File: src/bape_pkg.sv
// Constants and carrier types for the branch address packet encoder.
// Assumes one core clock; all event inputs come from logic on that clock.
package bape_pkg;

    // Address and packet geometry
    localparam int         ADDR_W          = 32;
    localparam int         VAL_W           = 35;
    localparam int         GRP_W           = 7;
    localparam logic [2:0] MAX_BYTES       = 3'h5;
    localparam logic [2:0] SYNC_BYTES      = 3'h5;
    localparam int         FIFO_DEPTH      = 8;
    localparam int         BYTE_W          = 8;

    // Field positions inside a packet byte
    localparam int         CONT_BIT        = 7;
    localparam int         EBIT_POS        = 6;

    // Sync packet header: reason code at [6:5], rest zero
    localparam int         SYNC_RSN_LSB    = 5;
    localparam logic [7:0] SYNC_HDR_BASE   = 8'h00;

    // Reset values
    localparam logic [31:0] REF_RST        = 32'h0000_0000;
    localparam logic [31:0] ABORT_VEC_DEF  = 32'h0000_0010;

    // Pipeline status codes driven on the status bus
    localparam logic [2:0] PS_EXEC         = 3'h0;
    localparam logic [2:0] PS_EXEC_BRANCH  = 3'h1;
    localparam logic [2:0] PS_WAIT         = 3'h2;
    localparam logic [2:0] PS_WAIT_DATA    = 3'h3;
    localparam logic [2:0] PS_DISABLED     = 3'h7;

    // One core cycle of trace events
    typedef struct packed {
        logic        inst_exec;
        logic        inst_traced;
        logic        br_valid;
        logic [31:0] br_target;
        logic        br_hw;
        logic        exc_cancel;
        logic        abort;
        logic        abort_imprecise;
        logic        data_valid;
        logic [7:0]  data_byte;
        logic        sync_req;
        logic [1:0]  sync_reason;
        logic [31:0] sync_addr;
        logic        sync_hw;
        logic        icmp_hit;
        logic        dcmp_hit;
    } bape_evt_t;

    typedef enum logic [1:0] {
        ST_IDLE,
        ST_SYNC,
        ST_DATA,
        ST_BRANCH
    } bape_state_t;

endpackage

File: src/bape_encoder.sv
// Branch address packet encoder with its output byte FIFO.
// Assumes the core holds an event until o_evt_ready and the trace port
// drains bytes with a valid/ready handshake on the same clock.
//
// Summary of operation
// - Compress target against last emitted branch, or sync address if sent
// - Full address takes exactly five bytes
// - Overwrite only sent low bits of reference
// - Branch bytes pushed last each cycle
// - Continuation bit set except final byte
// - Indirect branch traced even if target untraced
// - Branch without execution signals wait-with-data
// - Marker one placed above address
// - Shift two word-aligned, one halfword-aligned
// - Append one as branch identifier bit
// - Split value into seven-bit groups
// - Fifth byte follows fixed per-state pattern
// - Exception-cancel flag in word-state fifth byte
// - Halfword state never carries cancel flag
// - Data abort adds branch to abort vector
// - Data traced regardless of abort
// - Precise abort leaves cancel flag clear
// - Imprecise abort sets cancel flag
// - Imprecise abort blocks exact instruction match
// - No reason code in branch packets
// - Packet length readable from bytes alone
// - Sync address four raw bytes, bit0 state
`timescale 1ns/1ps
`default_nettype none

module bape_fifo #(
    parameter int WIDTH = 8,
    parameter int DEPTH = 8
) (
    // Clock and reset
    input  wire logic             i_ref_clk,
    input  wire logic             i_rst_n,
    // Fill side
    input  wire logic             i_in_valid,
    input  wire logic [WIDTH-1:0] i_in_data,
    output logic                  o_in_ready,
    // Drain side
    output logic                  o_out_valid,
    output logic      [WIDTH-1:0] o_out_data,
    input  wire logic             i_out_ready
);
    localparam int AW = $clog2(DEPTH);

    logic [WIDTH-1:0] mem [DEPTH];
    logic [AW-1:0]    wr_ptr_r;
    logic [AW-1:0]    rd_ptr_r;
    logic [AW:0]      count_r;
    logic             push;
    logic             pop;

    // Full and empty come straight from the occupancy count
    assign o_in_ready  = (count_r != (AW+1)'(DEPTH));
    assign o_out_valid = (count_r != '0);
    assign o_out_data  = mem[rd_ptr_r];
    assign push        = i_in_valid & o_in_ready;
    assign pop         = o_out_valid & i_out_ready;

    // Storage write, no reset needed on the data array
    always_ff @(posedge i_ref_clk) begin
        if (push) begin
            mem[wr_ptr_r] <= i_in_data;
        end
    end

    // Pointers wrap at DEPTH, which need not be a power of two
    always_ff @(posedge i_ref_clk or negedge i_rst_n) begin
        if (!i_rst_n) begin
            wr_ptr_r <= '0;
            rd_ptr_r <= '0;
        end else begin
            if (push) begin
                wr_ptr_r <= (wr_ptr_r == AW'(DEPTH-1)) ? '0 : wr_ptr_r + 1'b1;
            end
            if (pop) begin
                rd_ptr_r <= (rd_ptr_r == AW'(DEPTH-1)) ? '0 : rd_ptr_r + 1'b1;
            end
        end
    end

    // Occupancy
    always_ff @(posedge i_ref_clk or negedge i_rst_n) begin
        if (!i_rst_n) begin
            count_r <= '0;
        end else begin
            count_r <= count_r + (AW+1)'(push) - (AW+1)'(pop);
        end
    end
endmodule

module bape_encoder
    import bape_pkg::*;
#(
    parameter logic [31:0] ABORT_VEC = ABORT_VEC_DEF,
    parameter int          DEPTH     = FIFO_DEPTH
) (
    // Clock and reset
    input  wire logic        i_ref_clk,
    input  wire logic        i_rst_n,
    // Core event port
    input  wire logic        i_trace_gate,
    input  wire logic        i_evt_valid,
    input  wire bape_evt_t   i_evt,
    output logic             o_evt_ready,
    // Status and comparator qualification
    output logic       [2:0] o_pipeline_status_bus,
    output logic             o_icmp_exact,
    output logic             o_dcmp_exact,
    output logic      [31:0] o_ref_addr,
    // Packet byte stream toward the trace port
    output logic             o_pkt_valid,
    output logic       [7:0] o_pkt_byte,
    input  wire logic        i_pkt_ready
);
    // Reset release through two flops
    logic rst_s1_r;
    logic rst_n_r;
    always_ff @(posedge i_ref_clk or negedge i_rst_n) begin
        if (!i_rst_n) begin
            rst_s1_r <= 1'b0;
            rst_n_r  <= 1'b0;
        end else begin
            rst_s1_r <= 1'b1;
            rst_n_r  <= rst_s1_r;
        end
    end

    // Encoded value: marker and identifier bit laid out per state
    function automatic logic [VAL_W-1:0] pack_val(
        input logic [31:0] a, input logic hw, input logic e);
        logic [VAL_W-1:0] v;
        v = '0;
        if (hw) begin
            v = {2'b00, 1'b1, a[31:1], 1'b1};
        end else begin
            v = {e, 2'b00, 1'b1, a[31:2], 1'b1};
        end
        return v;
    endfunction

    // Bytes needed to cover the highest changed address bit
    function automatic logic [2:0] need_bytes(
        input logic [31:0] a, input logic [31:0] base, input logic hw,
        input logic force_full);
        logic [31:0] diff;
        int          n;
        diff = a ^ base;
        n    = 1;
        for (int i = 1; i < ADDR_W; i++) begin
            if (diff[i] && (hw || i >= 2)) begin
                n = (hw ? i : i - 1) / GRP_W + 1;
            end
        end
        if (force_full || n > 5) begin
            n = 5;
        end
        return 3'(n);
    endfunction

    // Address bits actually carried by an n-byte packet
    function automatic logic [31:0] sent_mask(input logic [2:0] n,
                                              input logic hw);
        logic [31:0] m;
        int          lim;
        m   = '0;
        lim = GRP_W * int'(n);
        for (int i = 0; i < ADDR_W; i++) begin
            m[i] = (n == MAX_BYTES) || (hw ? (i < lim) : (i <= lim));
        end
        return m;
    endfunction

    bape_state_t       state_r;
    bape_evt_t         ev_r;
    logic [2:0]        idx_r;
    logic [2:0]        nbytes_r;
    logic [VAL_W-1:0]  val_r;
    logic              do_data_r;
    logic              do_br_r;
    logic [31:0]       ref_r;
    logic              ref_hw_r;

    logic              accept;
    logic              fifo_ready;
    logic              push;
    logic [7:0]        push_byte;
    logic              last_byte;

    // Branch decision and compression inputs for the incoming event
    logic              need_br;
    logic [31:0]       br_addr;
    logic              br_hw;
    logic              br_e;
    logic [31:0]       base_addr;
    logic              base_hw;
    logic [2:0]        br_n;
    logic [31:0]       br_mask;
    logic              traced;

    assign o_evt_ready = (state_r == ST_IDLE) && rst_n_r;
    assign accept      = i_evt_valid && o_evt_ready;
    assign traced      = i_trace_gate || i_evt.inst_traced;

    // Abort overrides any other target: vector taken in word state
    always_comb begin
        need_br = i_evt.abort ||
                  (i_evt.inst_traced && i_evt.br_valid);
        br_addr = i_evt.abort ? ABORT_VEC : i_evt.br_target;
        br_hw   = i_evt.abort ? 1'b0 : i_evt.br_hw;
        if (i_evt.abort) begin
            br_e = i_evt.abort_imprecise;
        end else begin
            br_e = i_evt.exc_cancel && !i_evt.br_hw;
        end
        // Only a sync that is really sent moves the reference first;
        // a gated-off sync must not disturb the receiver's copy
        base_addr = (i_evt.sync_req && i_trace_gate) ? i_evt.sync_addr
                                                     : ref_r;
        base_hw   = (i_evt.sync_req && i_trace_gate) ? i_evt.sync_hw
                                                     : ref_hw_r;
        br_n      = need_bytes(br_addr, base_addr, br_hw,
                               br_e || (br_hw != base_hw));
        br_mask   = sent_mask(br_n, br_hw);
    end

    // Sequencer: sync packet, then data, then branch bytes last
    always_ff @(posedge i_ref_clk or negedge rst_n_r) begin
        if (!rst_n_r) begin
            state_r <= ST_IDLE;
            idx_r   <= 3'h0;
        end else if (accept) begin
            idx_r <= 3'h0;
            if (i_evt.sync_req && i_trace_gate) begin
                state_r <= ST_SYNC;
            end else if (i_evt.data_valid && traced) begin
                state_r <= ST_DATA;
            end else if (need_br) begin
                state_r <= ST_BRANCH;
            end
        end else if (push) begin
            idx_r <= idx_r + 3'h1;
            unique case (state_r)
                ST_SYNC: begin
                    if (idx_r == SYNC_BYTES - 3'h1) begin
                        idx_r   <= 3'h0;
                        state_r <= do_data_r ? ST_DATA :
                                   do_br_r   ? ST_BRANCH : ST_IDLE;
                    end
                end
                ST_DATA: begin
                    idx_r   <= 3'h0;
                    state_r <= do_br_r ? ST_BRANCH : ST_IDLE;
                end
                ST_BRANCH: begin
                    if (last_byte) begin
                        state_r <= ST_IDLE;
                    end
                end
                ST_IDLE: begin
                    state_r <= ST_IDLE;
                end
            endcase
        end
    end

    // Event capture; data kept whatever the abort status
    always_ff @(posedge i_ref_clk or negedge rst_n_r) begin
        if (!rst_n_r) begin
            ev_r      <= '0;
            nbytes_r  <= 3'h1;
            val_r     <= '0;
            do_data_r <= 1'b0;
            do_br_r   <= 1'b0;
        end else if (accept) begin
            ev_r      <= i_evt;
            nbytes_r  <= br_n;
            val_r     <= pack_val(br_addr, br_hw, br_e);
            do_data_r <= i_evt.data_valid && traced;
            do_br_r   <= need_br;
        end
    end

    // Reference: sync reload, then merge of the bits sent
    always_ff @(posedge i_ref_clk or negedge rst_n_r) begin
        if (!rst_n_r) begin
            ref_r    <= REF_RST;
            ref_hw_r <= 1'b0;
        end else if (accept) begin
            if (need_br) begin
                ref_r    <= (base_addr & ~br_mask) |
                            (br_addr & br_mask);
                ref_hw_r <= br_hw;
            end else if (i_evt.sync_req && i_trace_gate) begin
                ref_r    <= i_evt.sync_addr;
                ref_hw_r <= i_evt.sync_hw;
            end
        end
    end

    // Output byte formation
    always_comb begin
        push_byte = 8'h00;
        last_byte = 1'b0;
        unique case (state_r)
            ST_SYNC: begin
                if (idx_r == 3'h0) begin
                    push_byte = SYNC_HDR_BASE |
                        (8'(ev_r.sync_reason) << SYNC_RSN_LSB);
                end else begin
                    // Four raw little-endian bytes, bit 0 is the state
                    push_byte = 8'(ev_r.sync_addr >> (8 * (idx_r - 3'h1)));
                    if (idx_r == 3'h1) begin
                        push_byte[0] = ev_r.sync_hw;
                    end
                end
            end
            ST_DATA: push_byte = ev_r.data_byte;
            ST_BRANCH: begin
                // Header is the address itself, never a reason code;
                // the fifth group is the top seven bits and ends the packet
                last_byte = (idx_r == nbytes_r - 3'h1);
                push_byte[GRP_W-1:0] =
                    7'(val_r >> (GRP_W * int'(idx_r)));
                push_byte[CONT_BIT] = !last_byte;
            end
            ST_IDLE: push_byte = 8'h00;
        endcase
    end

    assign push = (state_r != ST_IDLE) && fifo_ready;

    // Pipeline status per accepted cycle, else wait, or disabled once idle and drained with the gate off
    always_ff @(posedge i_ref_clk or negedge rst_n_r) begin
        if (!rst_n_r) begin
            o_pipeline_status_bus <= PS_DISABLED;
        end else if (accept) begin
            if (i_evt.inst_exec) begin
                o_pipeline_status_bus <= need_br ? PS_EXEC_BRANCH : PS_EXEC;
            end else if (need_br) begin
                o_pipeline_status_bus <= PS_WAIT_DATA;
            end else begin
                o_pipeline_status_bus <= PS_WAIT;
            end
        end else if (state_r == ST_IDLE && !o_pkt_valid) begin
            o_pipeline_status_bus <= i_trace_gate ? PS_WAIT : PS_DISABLED;
        end else begin
            o_pipeline_status_bus <= PS_WAIT;
        end
    end

    // Comparator qualification: imprecise abort cancels last instruction
    always_ff @(posedge i_ref_clk or negedge rst_n_r) begin
        if (!rst_n_r) begin
            o_icmp_exact <= 1'b0;
            o_dcmp_exact <= 1'b0;
        end else if (accept) begin
            o_icmp_exact <= i_evt.icmp_hit &&
                !(i_evt.abort && i_evt.abort_imprecise);
            o_dcmp_exact <= i_evt.dcmp_hit;
        end
    end

    assign o_ref_addr = ref_r;

    // Byte FIFO; when it fills the sequencer and core both stall
    bape_fifo #(
        .WIDTH (BYTE_W),
        .DEPTH (DEPTH)
    ) u_fifo (
        .i_ref_clk   (i_ref_clk),
        .i_rst_n     (rst_n_r),
        .i_in_valid  (state_r != ST_IDLE),
        .i_in_data   (push_byte),
        .o_in_ready  (fifo_ready),
        .o_out_valid (o_pkt_valid),
        .o_out_data  (o_pkt_byte),
        .i_out_ready (i_pkt_ready)
    );
endmodule

`default_nettype wire

File: config.mk
export PLATFORM = sky130hd
export DESIGN_NAME = bape_encoder
export DESIGN_NICKNAME = d
export VERILOG_FILES = /design/src/bape_pkg.sv /design/src/bape_encoder.sv
export SDC_FILE = /design/constraint.sdc
export NUM_CORES = 1
export LEC_CHECK = 0
export ABC_AREA = 1
export BUFFER_PORTS_ARGS = -buffer_cell sky130_fd_sc_hd__buf_4
export CAP_MARGIN = 20
export CORE_MARGIN = 3
export CORE_UTILIZATION = 40
export CTS_CLUSTER_SIZE = 20
export DETAILED_ROUTE_END_ITERATION = 6
export PLACE_DENSITY = 0.58
export SYNTH_ARGS = -nofsm -noshare
export SYNTH_HDL_FRONTEND = slang
export SYNTH_HIERARCHICAL = 1
export SYNTH_SLANG_ARGS = --single-unit
File: constraint.sdc
create_clock -name i_ref_clk -period 8 [get_ports i_ref_clk]
set_clock_uncertainty 0.05 [all_clocks]
set_input_delay 2 -clock i_ref_clk [delete_from_list [all_inputs] [get_ports i_ref_clk]]
set_output_delay 2 -clock i_ref_clk [all_outputs]
set_load 0.02 [all_outputs]
==> metrics.txt, run 1 <==
Yosys reg bits=around 200; diode count=0; Final period util=0.8134; post-CTS setup buffer count=0; static leakage=7.162 nW; via count=about 11,000; vias in the first global route=~11,000; Setup Viol. Count Final=0; First-pass DRT Iterations=6; Clock Path Buffers=3; Max-slew headroom=0.2595; CTS Buf Count=24; Area growth, synth to finish=17.61%; WP data required=around 8.4 ns; Worst-Skew Late Latency=about 0.53 ns; Worst Setup Path Type=input port to register; Setup WS post-layout=1.493 ns; final hold violation count=0; initial drt markers=1,147; Post-synth EDFFs=64; core region area=just under 30,000 um2; syn_nets=1,756; Routed Antenna Nets=0; max-cap viol count=0; slew at the pin closest to its max-slew limit=1.107 ns; synth warn=6; RSZ-0062 raised after global routing=no; CP startpoint kind=input port; power per cell area=about 360 nW/um2; H-tree levels=1; Chip Width=179.3 um; mapped cell area=12,010 um2; GR Util All Layers=0.2738; Reg area=roughly 5400 um2; asr flop ratio synth=0.6816; setup TNS=0 ns; Final min period=between 6 and 7 ns; Top Ports=138; total routed wirelength=about 44 mm; largest net degree at the start of global routing=84; CP Capture Type=register; post-route DRC violation count=0; Clock Pin Slew Worst Setup and Hold Paths=approximately 0.07 ns; CTS Root Cell=clkbuf_16; clock sink total=201; GRT overflow=0; hold crit path type=register to asynchronous set/reset pin; Hold Buf Count CTS=0; clock tree from TritonCTS=yes; Synth Flop Type=dfrtp_1; Vias/cell=5.357; Avg WL per Cell=20.74 um; first-pass GRT wire length=~66 mm; hpwl dp=about 33 mm; Crit path arrival time=roughly 6.9 ns; sequential share of the synthesized area=0.4457; DIE HEIGHT=~180 um; Peak VDD IR=174.7 uV; Fill cells=between 2,000 and 3,000; status=finished, final reports clean; Gate Count Post-Synth=between 1,500 and 2,000; PortBufs=around 140; WHS=roughly 0.28 ns; Place WS=roughly 1.1 ns; cell row count=slightly above 60; Post-CTS Resized=0; Starting Density=0.4119; post-layout net count=1,860; Tot Pwr=roughly 5.1 mW; f_max=153.7 MHz; layout cell share with drive strength beyond 1=0.1333; Placer Congestion=between 0.9 and 1; initial antenna violation count=1; Mapped Avg Cell Area=between 7 and 8 um2; Netlist cell types=53; Critical Path Fanout Max=30; multi-input logic area=around 5500 um2; Max Slew Vio Count=0; Die ar.=32,150 um2
per-layer routing:
metal  wire [um]  vias to the layer above  GRT usage
li1            -                     5461          -
met1       20050                     5457     0.4008
met2       19710                      450     0.4233
met3        3032                       91    0.03388
met4        1582                        0    0.08602
met5           0                        -          0
metrics by stage:
stage	utilization	instance area (um2)	std cells
after global placement	0.4555	13290	2095
after global routing	0.4844	14130	2139
after CTS	0.4844	14130	2139
final	0.4844	14130	2139
after detailed placement	0.4555	13290	2095
after floorplan	-	12010	1633
registers in the layout, summed over array words and instances (netlist names):
signal and flops:
do_br_r 1, do_data_r 1, ev_r 43, idx_r 3, nbytes_r 3, o_dcmp_exact 1, o_icmp_exact 1, o_pipeline_status_bus 3
o_ref_addr 32, ref_hw_r 1, rst_n_r 1, rst_s1_r 1, state_r 2, u_fifo/count_r 4, u_fifo/mem 64, u_fifo/rd_ptr_r 3
u_fifo/wr_ptr_r 3, val_r 34
critical path, stage by stage:
cell	delay, ns
buf_4	0.32
nand2_4	0.30
inv_1	0.43
nand2_1	0.13
nand3_1	0.09
nand2_1	0.06
inv_1	0.05
nand2_1	0.08
nor2_4	0.22
nand3_4	0.20
inv_1	0.27
nand2_1	0.25
fa_1	0.56
inv_1	0.04
ha_1	0.21
fa_1	0.41
inv_1	0.09
nand3_1	0.09
nand2_2	0.18
nand2_1	0.14
nor2_2	0.30
nand3_1	0.17
nand2_1	0.09
nand2_1	0.05
nand3_1	0.06
nand2_1	0.06
worst paths after layout:
kind | startpoint | endpoint | slack, ns | cells after the start
setup reg to reg | o_ref_addr[30] | o_ref_addr[6] | 3.46 | 24
min in group i_ref_clk | rst_s1_r | rst_n_r | 0.30 | 0
setup / recovery | i_trace_gate | o_ref_addr[6] | 1.49 | 26
hold / removal | rst_n_r | ev_r[3] | 0.28 | 0
hold reg to reg | rst_n_r | ev_r[3] | 0.28 | 0
max in group asynchronous | rst_n_r | o_ref_addr[23] | 6.20 | 1
logic make-up (layout without fill, tap and decap cells):
kind of cell / count (synthesis) / count (layout) / share of synthesized area
other: 1 / 1 / 0.0003121
buffers and inverters: 288 / 410 / 0.1006
XOR/XNOR: 6 / 6 / 0.004374
AO/OA/AOI/OAI: 251 / 251 / 0.1152
adder cells (fa/ha/maj): 32 / 32 / 0.03583
flip-flops: 201 / 201 / 0.4457
AND/OR/NAND/NOR: 854 / 854 / 0.2980
area by class of cell:
type	instances	area share
Multi-Input combinational cell	1144	0.3880
Inverter	210	0.05614
Tap cell	384	0.03400
Clock buffer	34	0.05118
Timing Repair Buffer	156	0.08288
Sequential cell	201	0.3793
Clock inverter	10	0.008501
power by group:
part           switching [mW]  internal, mW
combinational            1.44         0.734
sequential              0.289          1.50
clock                   0.462         0.696
cells in the final DEF, fill, tap and decap left out, types with 4 or more instances in the layout:
| master | instances |
|---|---|
| buf_4 | 156 |
| clkinv_2 | 4 |
| a22oi_1 | 4 |
| clkinv_1 | 4 |
| nand4_1 | 11 |
| o22ai_1 | 9 |
| o21ai_0 | 134 |
| inv_1 | 202 |
| nand2_1 | 555 |
| o22a_1 | 4 |
| ha_1 | 28 |
| clkbuf_8 | 6 |
| o211ai_1 | 12 |
| dfrtp_1 | 132 |
| nor2_1 | 73 |
| a31oi_1 | 4 |
| fa_1 | 4 |
| nand2_2 | 5 |
| o21ai_1 | 13 |
| or2_2 | 4 |
| nor2_2 | 4 |
| dfstp_2 | 4 |
| xnor2_1 | 4 |
| clkbuf_16 | 25 |
| nor3_1 | 5 |
| nand3_1 | 174 |
| a21oi_1 | 58 |
| edfxtp_1 | 64 |
| nor3_2 | 6 |
| nand3b_1 | 6 |
synth_stat cells, drive strengths merged (5+ instances only):
| library cell | number | area, um2 |
|---|---|---|
| nand2 | 562 | 2130 |
| inv | 205 | 774.5 |
| nand3 | 176 | 898.4 |
| o21ai | 147 | 735.7 |
| dfrtp | 133 | 3328 |
| nor2 | 79 | 321.5 |
| edfxtp | 64 | 1922 |
| a21oi | 59 | 306.5 |
| clkbuf | 47 | 177.7 |
| buf | 31 | 237.7 |
| ha | 28 | 350.3 |
| o211ai | 12 | 90.09 |
| nand4 | 11 | 68.82 |
| nor3 | 11 | 60.06 |
| o22ai | 9 | 56.30 |
| nand3b | 6 | 45.04 |
| clkinv | 5 | 18.77 |
No activity file was read; power rests on OpenSTA's default activity.
==> run 2: changes to the inputs <==
- clock period: 8 -> 6.2 ns (I/O delays scaled with it)
==> metrics.txt, run 2 (synthesis gave the netlist of run 1 again) <==
Die ar.=~32,000 um2; CTS Buf Count=24; Vias/cell=between 5 and 6; status=finished, final reports clean; total routed wirelength=between 40 and 50 mm; Fill cells=2,954; DIE HEIGHT=roughly 180 um; Max-slew headroom=0.2800; Avg WL per Cell=19.89 um; cell row count=a little over 60; First-pass DRT Iterations=6; Clock Path Buffers=3; RSZ-0062 raised after global routing=no; core region area=29,170 um2; clock tree from TritonCTS=yes; Final period util=0.8377; f_max=just under 200 MHz; Routed Antenna Nets=0; first-pass GRT wire length=around 65 mm; post-route DRC violation count=0; GRT overflow=0; clock sink total=~200; Chip Width=about 180 um; Hold Buf Count CTS=0; Critical Path Fanout Max=28; Crit path arrival time=approximately 5.6 ns; via count=11,440; Worst Setup Path Type=input port to register; Clock Pin Slew Worst Setup and Hold Paths=0.06 ns; post-layout net count=approximately 1,900; Starting Density=0.4119; post-layout util=0.4868; WHS=between 0.1 and 0.15 ns; Setup Viol. Count Final=0; power per cell area=~460 nW/um2; Peak VDD IR=~230 uV; post-placement cell count=between 2,000 and 2,500; vias in the first global route=around 11,000; Max Slew Vio Count=0; PortBufs=approximately 140; design area=approximately 14,000 um2; Final min period=~5.2 ns; CTS Root Cell=clkbuf_16; post-route insts no fill=between 2,000 and 2,500; R2R Path Start=o_ref_addr[30]; hpwl dp=31.76 mm; diode count=0; Worst-Skew Late Latency=0.53 ns; largest net degree at the start of global routing=96; H-tree levels=1; WP data required=approximately 6.6 ns; initial antenna violation count=1; Top Ports=around 140; final hold violation count=0; slew at the pin closest to its max-slew limit=1.074 ns; CP startpoint kind=input port; setup TNS=0 ns; placed cell area=roughly 13,000 um2; layout cell share with drive strength beyond 1=0.1369; static leakage=roughly 7 nW; commonest cells after routing, fill and taps aside=555 x nand2_1, 202 x inv_1, 174 x nand3_1; largest registers=u_fifo/mem x64, ev_r x43, val_r x34; crit path launch=i_trace_gate; Placer Congestion=approximately 0.97; Area growth, synth to finish=18.19%; CP Capture Type=register; max reg flops=64; GR Util All Layers=0.2675; max-cap viol count=0; post-CTS setup buffer count=0; hold crit path type=register to asynchronous set/reset pin; Post-CTS Resized=0; register with the most flip-flops=u_fifo/mem; commonest non-fill, non-tap cell in the layout=nand2_1; initial drt markers=1,183
[run 2: per-layer routing]
metal,part of all wire,wire (um),up-vias,track usage
li1,-,-,5508,-
met1,0.45,19230,5387,0.3892
met5,0,0,-,0
met4,0.054,2314,0,0.1208
met3,0.071,3054,82,0.03939
met2,0.43,18190,460,0.3941
[run 2: per-stage QoR]
step / total power [mW] / setup slack [ns]
floorplan: 4.097 / 0.9671
global placement: 5.077 / 0.5031
detailed placement: 5.107 / 0.4667
CTS: 6.576 / 1.046
global route: 7.031 / 0.5976
finish: 6.550 / 1.007
[run 2: worst max-delay path, stage by stage]
cell,delay [ns]
buf_4,0.10
buf_4,0.37
nand3_1,0.18
nand3_1,0.11
nand2_1,0.11
nor2_1,0.18
nand3_1,0.11
nor2_1,0.23
nand2_1,0.08
nand2_1,0.09
inv_1,0.09
fa_1,0.53
inv_1,0.04
ha_1,0.22
fa_1,0.40
inv_1,0.09
nand3_1,0.09
nand2_2,0.17
nand2_1,0.13
nor2_2,0.26
nand3_1,0.16
nand2_1,0.08
nand2_1,0.05
nand3_1,0.06
nand2_1,0.05
[run 2: path summary, 6_finish.rpt]
check,endpoint,slack (ns),cells past startpoint
worst max-delay path,o_ref_addr[5],1.01,25
min in group i_ref_clk,rst_n_r,0.31,0
worst min register to register,o_ref_addr[30],0.11,0
worst max register to register,o_ref_addr[5],2.15,24
max in group asynchronous,val_r[23],4.81,1
worst min-delay path,o_ref_addr[30],0.11,0
[run 2: power breakdown]
group          switching [mW]  leakage, nW  internal (mW)
combinational            1.85         4.53          0.962
clock                   0.578        0.391          0.859
sequential              0.362         2.29           1.94
total                    2.79         7.21           3.76
[run 2: layout make-up]
| cell class | count | area, um2 | share of cell area |
|---|---|---|---|
| inverter | 210 | 793.3 | 0.05586 |
| clock buffer | 36 | 695.7 | 0.04899 |
| tap | 384 | 480.5 | 0.03384 |
| timing repair buffer | 169 | 1285 | 0.09049 |
| multi-input combinational | 1144 | 5483 | 0.3861 |
| clock inverter | 8 | 103.9 | 0.007313 |
| sequential | 201 | 5359 | 0.3774 |
==> run 3: changes to the inputs <==
- ABC_AREA: 1 -> 0
- PLACE_DENSITY: 0.58 -> 0.61
- clock period: 6.2 -> 4.7 ns (I/O delays scaled with it)
==> metrics.txt, run 3 <==
status=finished with violations; failing checks=negative setup slack; multi-input logic area=6120 um2; Critical Path Fanout Max=9; worst reg2reg setup slack=roughly 0.34 ns; Place WS=-0.7155 ns; diode count=0; P_sw=approximately 3.2 mW; CP max stage cell=fa_2; register with the most flip-flops=u_fifo/mem; design area=between 15,000 and 20,000 um2; crit path buf inv count=7; initial antenna violation count=0; clock sink total=201; largest net degree at the start of global routing=roughly 80; sw frac=0.3654; WP data required=~5.1 ns; CP most frequent cell=buf_4; Fill cells=roughly 2,500; RSZ-0062 raised after global routing=yes; crit-path leading delay family=adder cells; xor/xnor share of the synthesized area=0.01308; Routed Antenna Nets=0; synth warn=6; asr flop ratio synth=0.6816; Max Slew Vio Count=0; slew at the pin closest to its max-slew limit=0.9913 ns; Die ar.=between 30,000 and 40,000 um2; Setup WS post-layout=-0.03043 ns; Reg area=approximately 5400 um2; Clock Path Buffers=3; Crit Reg-Reg Endpoint=o_ref_addr[17]; Chip Width=about 170 um; P_int=approximately 5.6 mW; DIE HEIGHT=174.7 um; WHS=0.3123 ns; Worst-Skew Late Latency=0.53 ns; hold crit path type=register to register; slowest stage delay, CP=~0.62 ns; mux contribution to synthesized area=0.1134; cell chain of the critical path=buf_6, buf_8, buf_4, nor2b_1, buf_4, xnor2_1, nor4_2, a211o_1, a211oi_4, fa_1, inv_2, ha_4, fa_2, nand2_4, nor3_4, nand2_2, buf_4, buf_6, o21a_4, nand2_2, o21ai_1, a22o_1; CP startpoint kind=input port; CTS Root Cell=clkbuf_16; Final period util=1.006; Placer Congestion=0.9665; Starting Density=0.4076; cell depth of the worst hold path=0; Clock Power Share=0.224; placed cell area=about 14,000 um2; Gate Count Post-Synth=~1,100; Clock Pin Slew Worst Setup and Hold Paths=approximately 0.06 ns; largest registers=u_fifo/mem x64, ev_r x43, val_r x34; CTS Buf Count=24; largest family of logic cells by synthesized area=simple AND/OR/NAND/NOR gates; hpwl dp=~30 mm; Peak VDD IR=about 300 uV; power per cell area=between 500 and 600 nW/um2; commonest non-fill, non-tap cell in the layout=buf_4; Crit path arrival time=5.09 ns; max reg flops=64; static leakage=between 6 and 7 nW; f_max=around 210 MHz; Netlist cell types=82; layout cell share with drive strength beyond 1=0.3509; adder-cell share of the synthesized area=0.03781; First-pass DRT Iterations=7; Tot Pwr=between 8 and 9 mW; largest area contributor in the netlist=dfrtp_1; share of the synthesized area in the top cell type=0.2923; Avg WL per Cell=21.44 um; top-count cell post-synth=nand2_1; Max-slew headroom=0.3391; Post-synth EDFFs=64; GR Util All Layers=0.2489; Synth Flop Type=dfrtp_1; core region area=27,930 um2; PortBufs=approximately 140; Vias/cell=5.454; R2R Path Start=o_ref_addr[20]; clock tree from TritonCTS=yes; Synth top cells by count=244 x nand2_1, 133 x dfrtp_1, 66 x o21ai_0; hold_sp=rst_s1_r; Comb pwr share=0.412; max-cap viol count=0; WHS Endpoint=rst_n_r; sequential share of the synthesized area=0.4704; CP Capture Type=register; Worst Setup Path Type=input port to register; vias in the first global route=just under 10,000; mapped cell area=11,380 um2; simple-gate area share of the yosys netlist=0.1772; total routed wirelength=39.02 mm; part of the power in registers=0.364; post-route DRC violation count=0; cell row count=slightly above 60; Mapped Avg Cell Area=~10 um2; Final min period=between 4 and 5 ns; post-layout net count=1,548; Compound-Gate Fraction of Synth Area=0.1484; initial drt markers=737; setup TNS=-0.05750 ns; top cells by area, synth=dfrtp_1 29%, edfxtp_1 17%, nand2_1 8.0%; Area growth, synth to finish=36.94%; Top Ports=138; GRT overflow=0; commonest cells after routing, fill and taps aside=308 x buf_4, 237 x nand2_1, 132 x dfrtp_1; Setup Viol. Count Final=3; reg2reg path depth=15; via count=about 10,000; syn_nets=approximately 1,300; Yosys reg bits=between 200 and 250; final hold violation count=0; H-tree levels=1; first-pass GRT wire length=between 50 and 60 mm
run 3: changes by cell type in the layout (fill, tap and decap cells not counted), sizes merged, moves of 21 or more:
cell | before | now
buf | 169 | 328
nand3 | 176 | 24
mux4 | 0 | 31
nand2 | 562 | 245
nor2b | 0 | 21
mux2i | 0 | 33
inv | 206 | 33
o21ai | 147 | 71
and3 | 0 | 21
run 3: worst reg2reg max path, delay by kind of cell, from the launching register on:
kind,cells,cell delay (ns)
AOI/OAI and AO/OA,6,1.38
adders and majority gates,3,1.08
buffers and inverters,2,0.24
DFF,1,0.40
muxes,1,0.34
and+or+nand+nor,3,0.75
run 3: through the flow:
step	instances	util
after CTS	1802	0.5416
after global routing	1820	0.5581
final	1820	0.5581
after detailed placement	1756	0.5064
after global placement	1755	0.5062
after floorplan	1138	-
run 3: cell families (layout without fill, tap and decap cells):
| family | Yosys count | in the layout |
|---|---|---|
| muxes | 82 | 82 |
| DFF | 201 | 201 |
| adders and majority gates | 32 | 32 |
| and+or+nand+nor | 447 | 447 |
| xor gates and xnor gates | 17 | 17 |
| buffers and inverters | 103 | 407 |
| AOI/OAI and AO/OA | 255 | 255 |
| other | 1 | 1 |
run 3: layout make-up:
cell class / count / share of cell area
clock inverters: 11 / 0.01228
repair buffers: 331 / 0.1713
well taps: 378 / 0.03034
flip-flops and latches: 201 / 0.3437
inverters: 33 / 0.008106
clock buffers: 32 / 0.04173
multi-input cells: 834 / 0.3925
run 3: how the worst max path moves through the flow:
stage	startpoint	endpoint	slack, ns	depth (start not counted)
2_1_floorplan	i_trace_gate	o_ref_addr[29]	-0.52	21
5_1_grt	i_trace_gate	o_ref_addr[29]	-0.18	19
6_report	i_evt[48]	o_ref_addr[28]	-0.03	22
4_1_cts	i_evt[37]	o_ref_addr[18]	0.0007	19
3_5_place_dp	i_evt[37]	o_ref_addr[29]	-0.72	19
3_3_place_gp	i_evt[37]	o_ref_addr[29]	-0.65	19
run 3: what timing repair did:
action	4_1_cts	5_1_grt
resized for setup	24	60
setup buffers	3	15
endpoints found under the setup margin	16	24
hold buffers	0	0
pin swaps	14	35
cloned	0	2
run 3: metal layers:
| metal | vias to the layer above | global-route usage | wire, um |
|---|---|---|---|
| li1 | 4669 | - | - |
| met1 | 4836 | 0.3393 | 16610 |
| met2 | 339 | 0.4167 | 18630 |
| met3 | 83 | 0.02868 | 2088 |
| met4 | 0 | 0.08211 | 1692 |
| met5 | - | 0 | 0 |
run 3: power groups by stage:
| stage | clock network (mW) | registers [mW] | logic [mW] |
|---|---|---|---|
| 2_1_floorplan | 0 | 3.11 | 2.31 |
| 3_3_place_gp | 0 | 3.22 | 3.43 |
| 3_5_place_dp | 0 | 3.25 | 3.51 |
| 4_1_cts | 2.02 | 3.22 | 3.56 |
| 5_1_grt | 2.08 | 3.31 | 4.00 |
| 6_report | 1.98 | 3.22 | 3.64 |
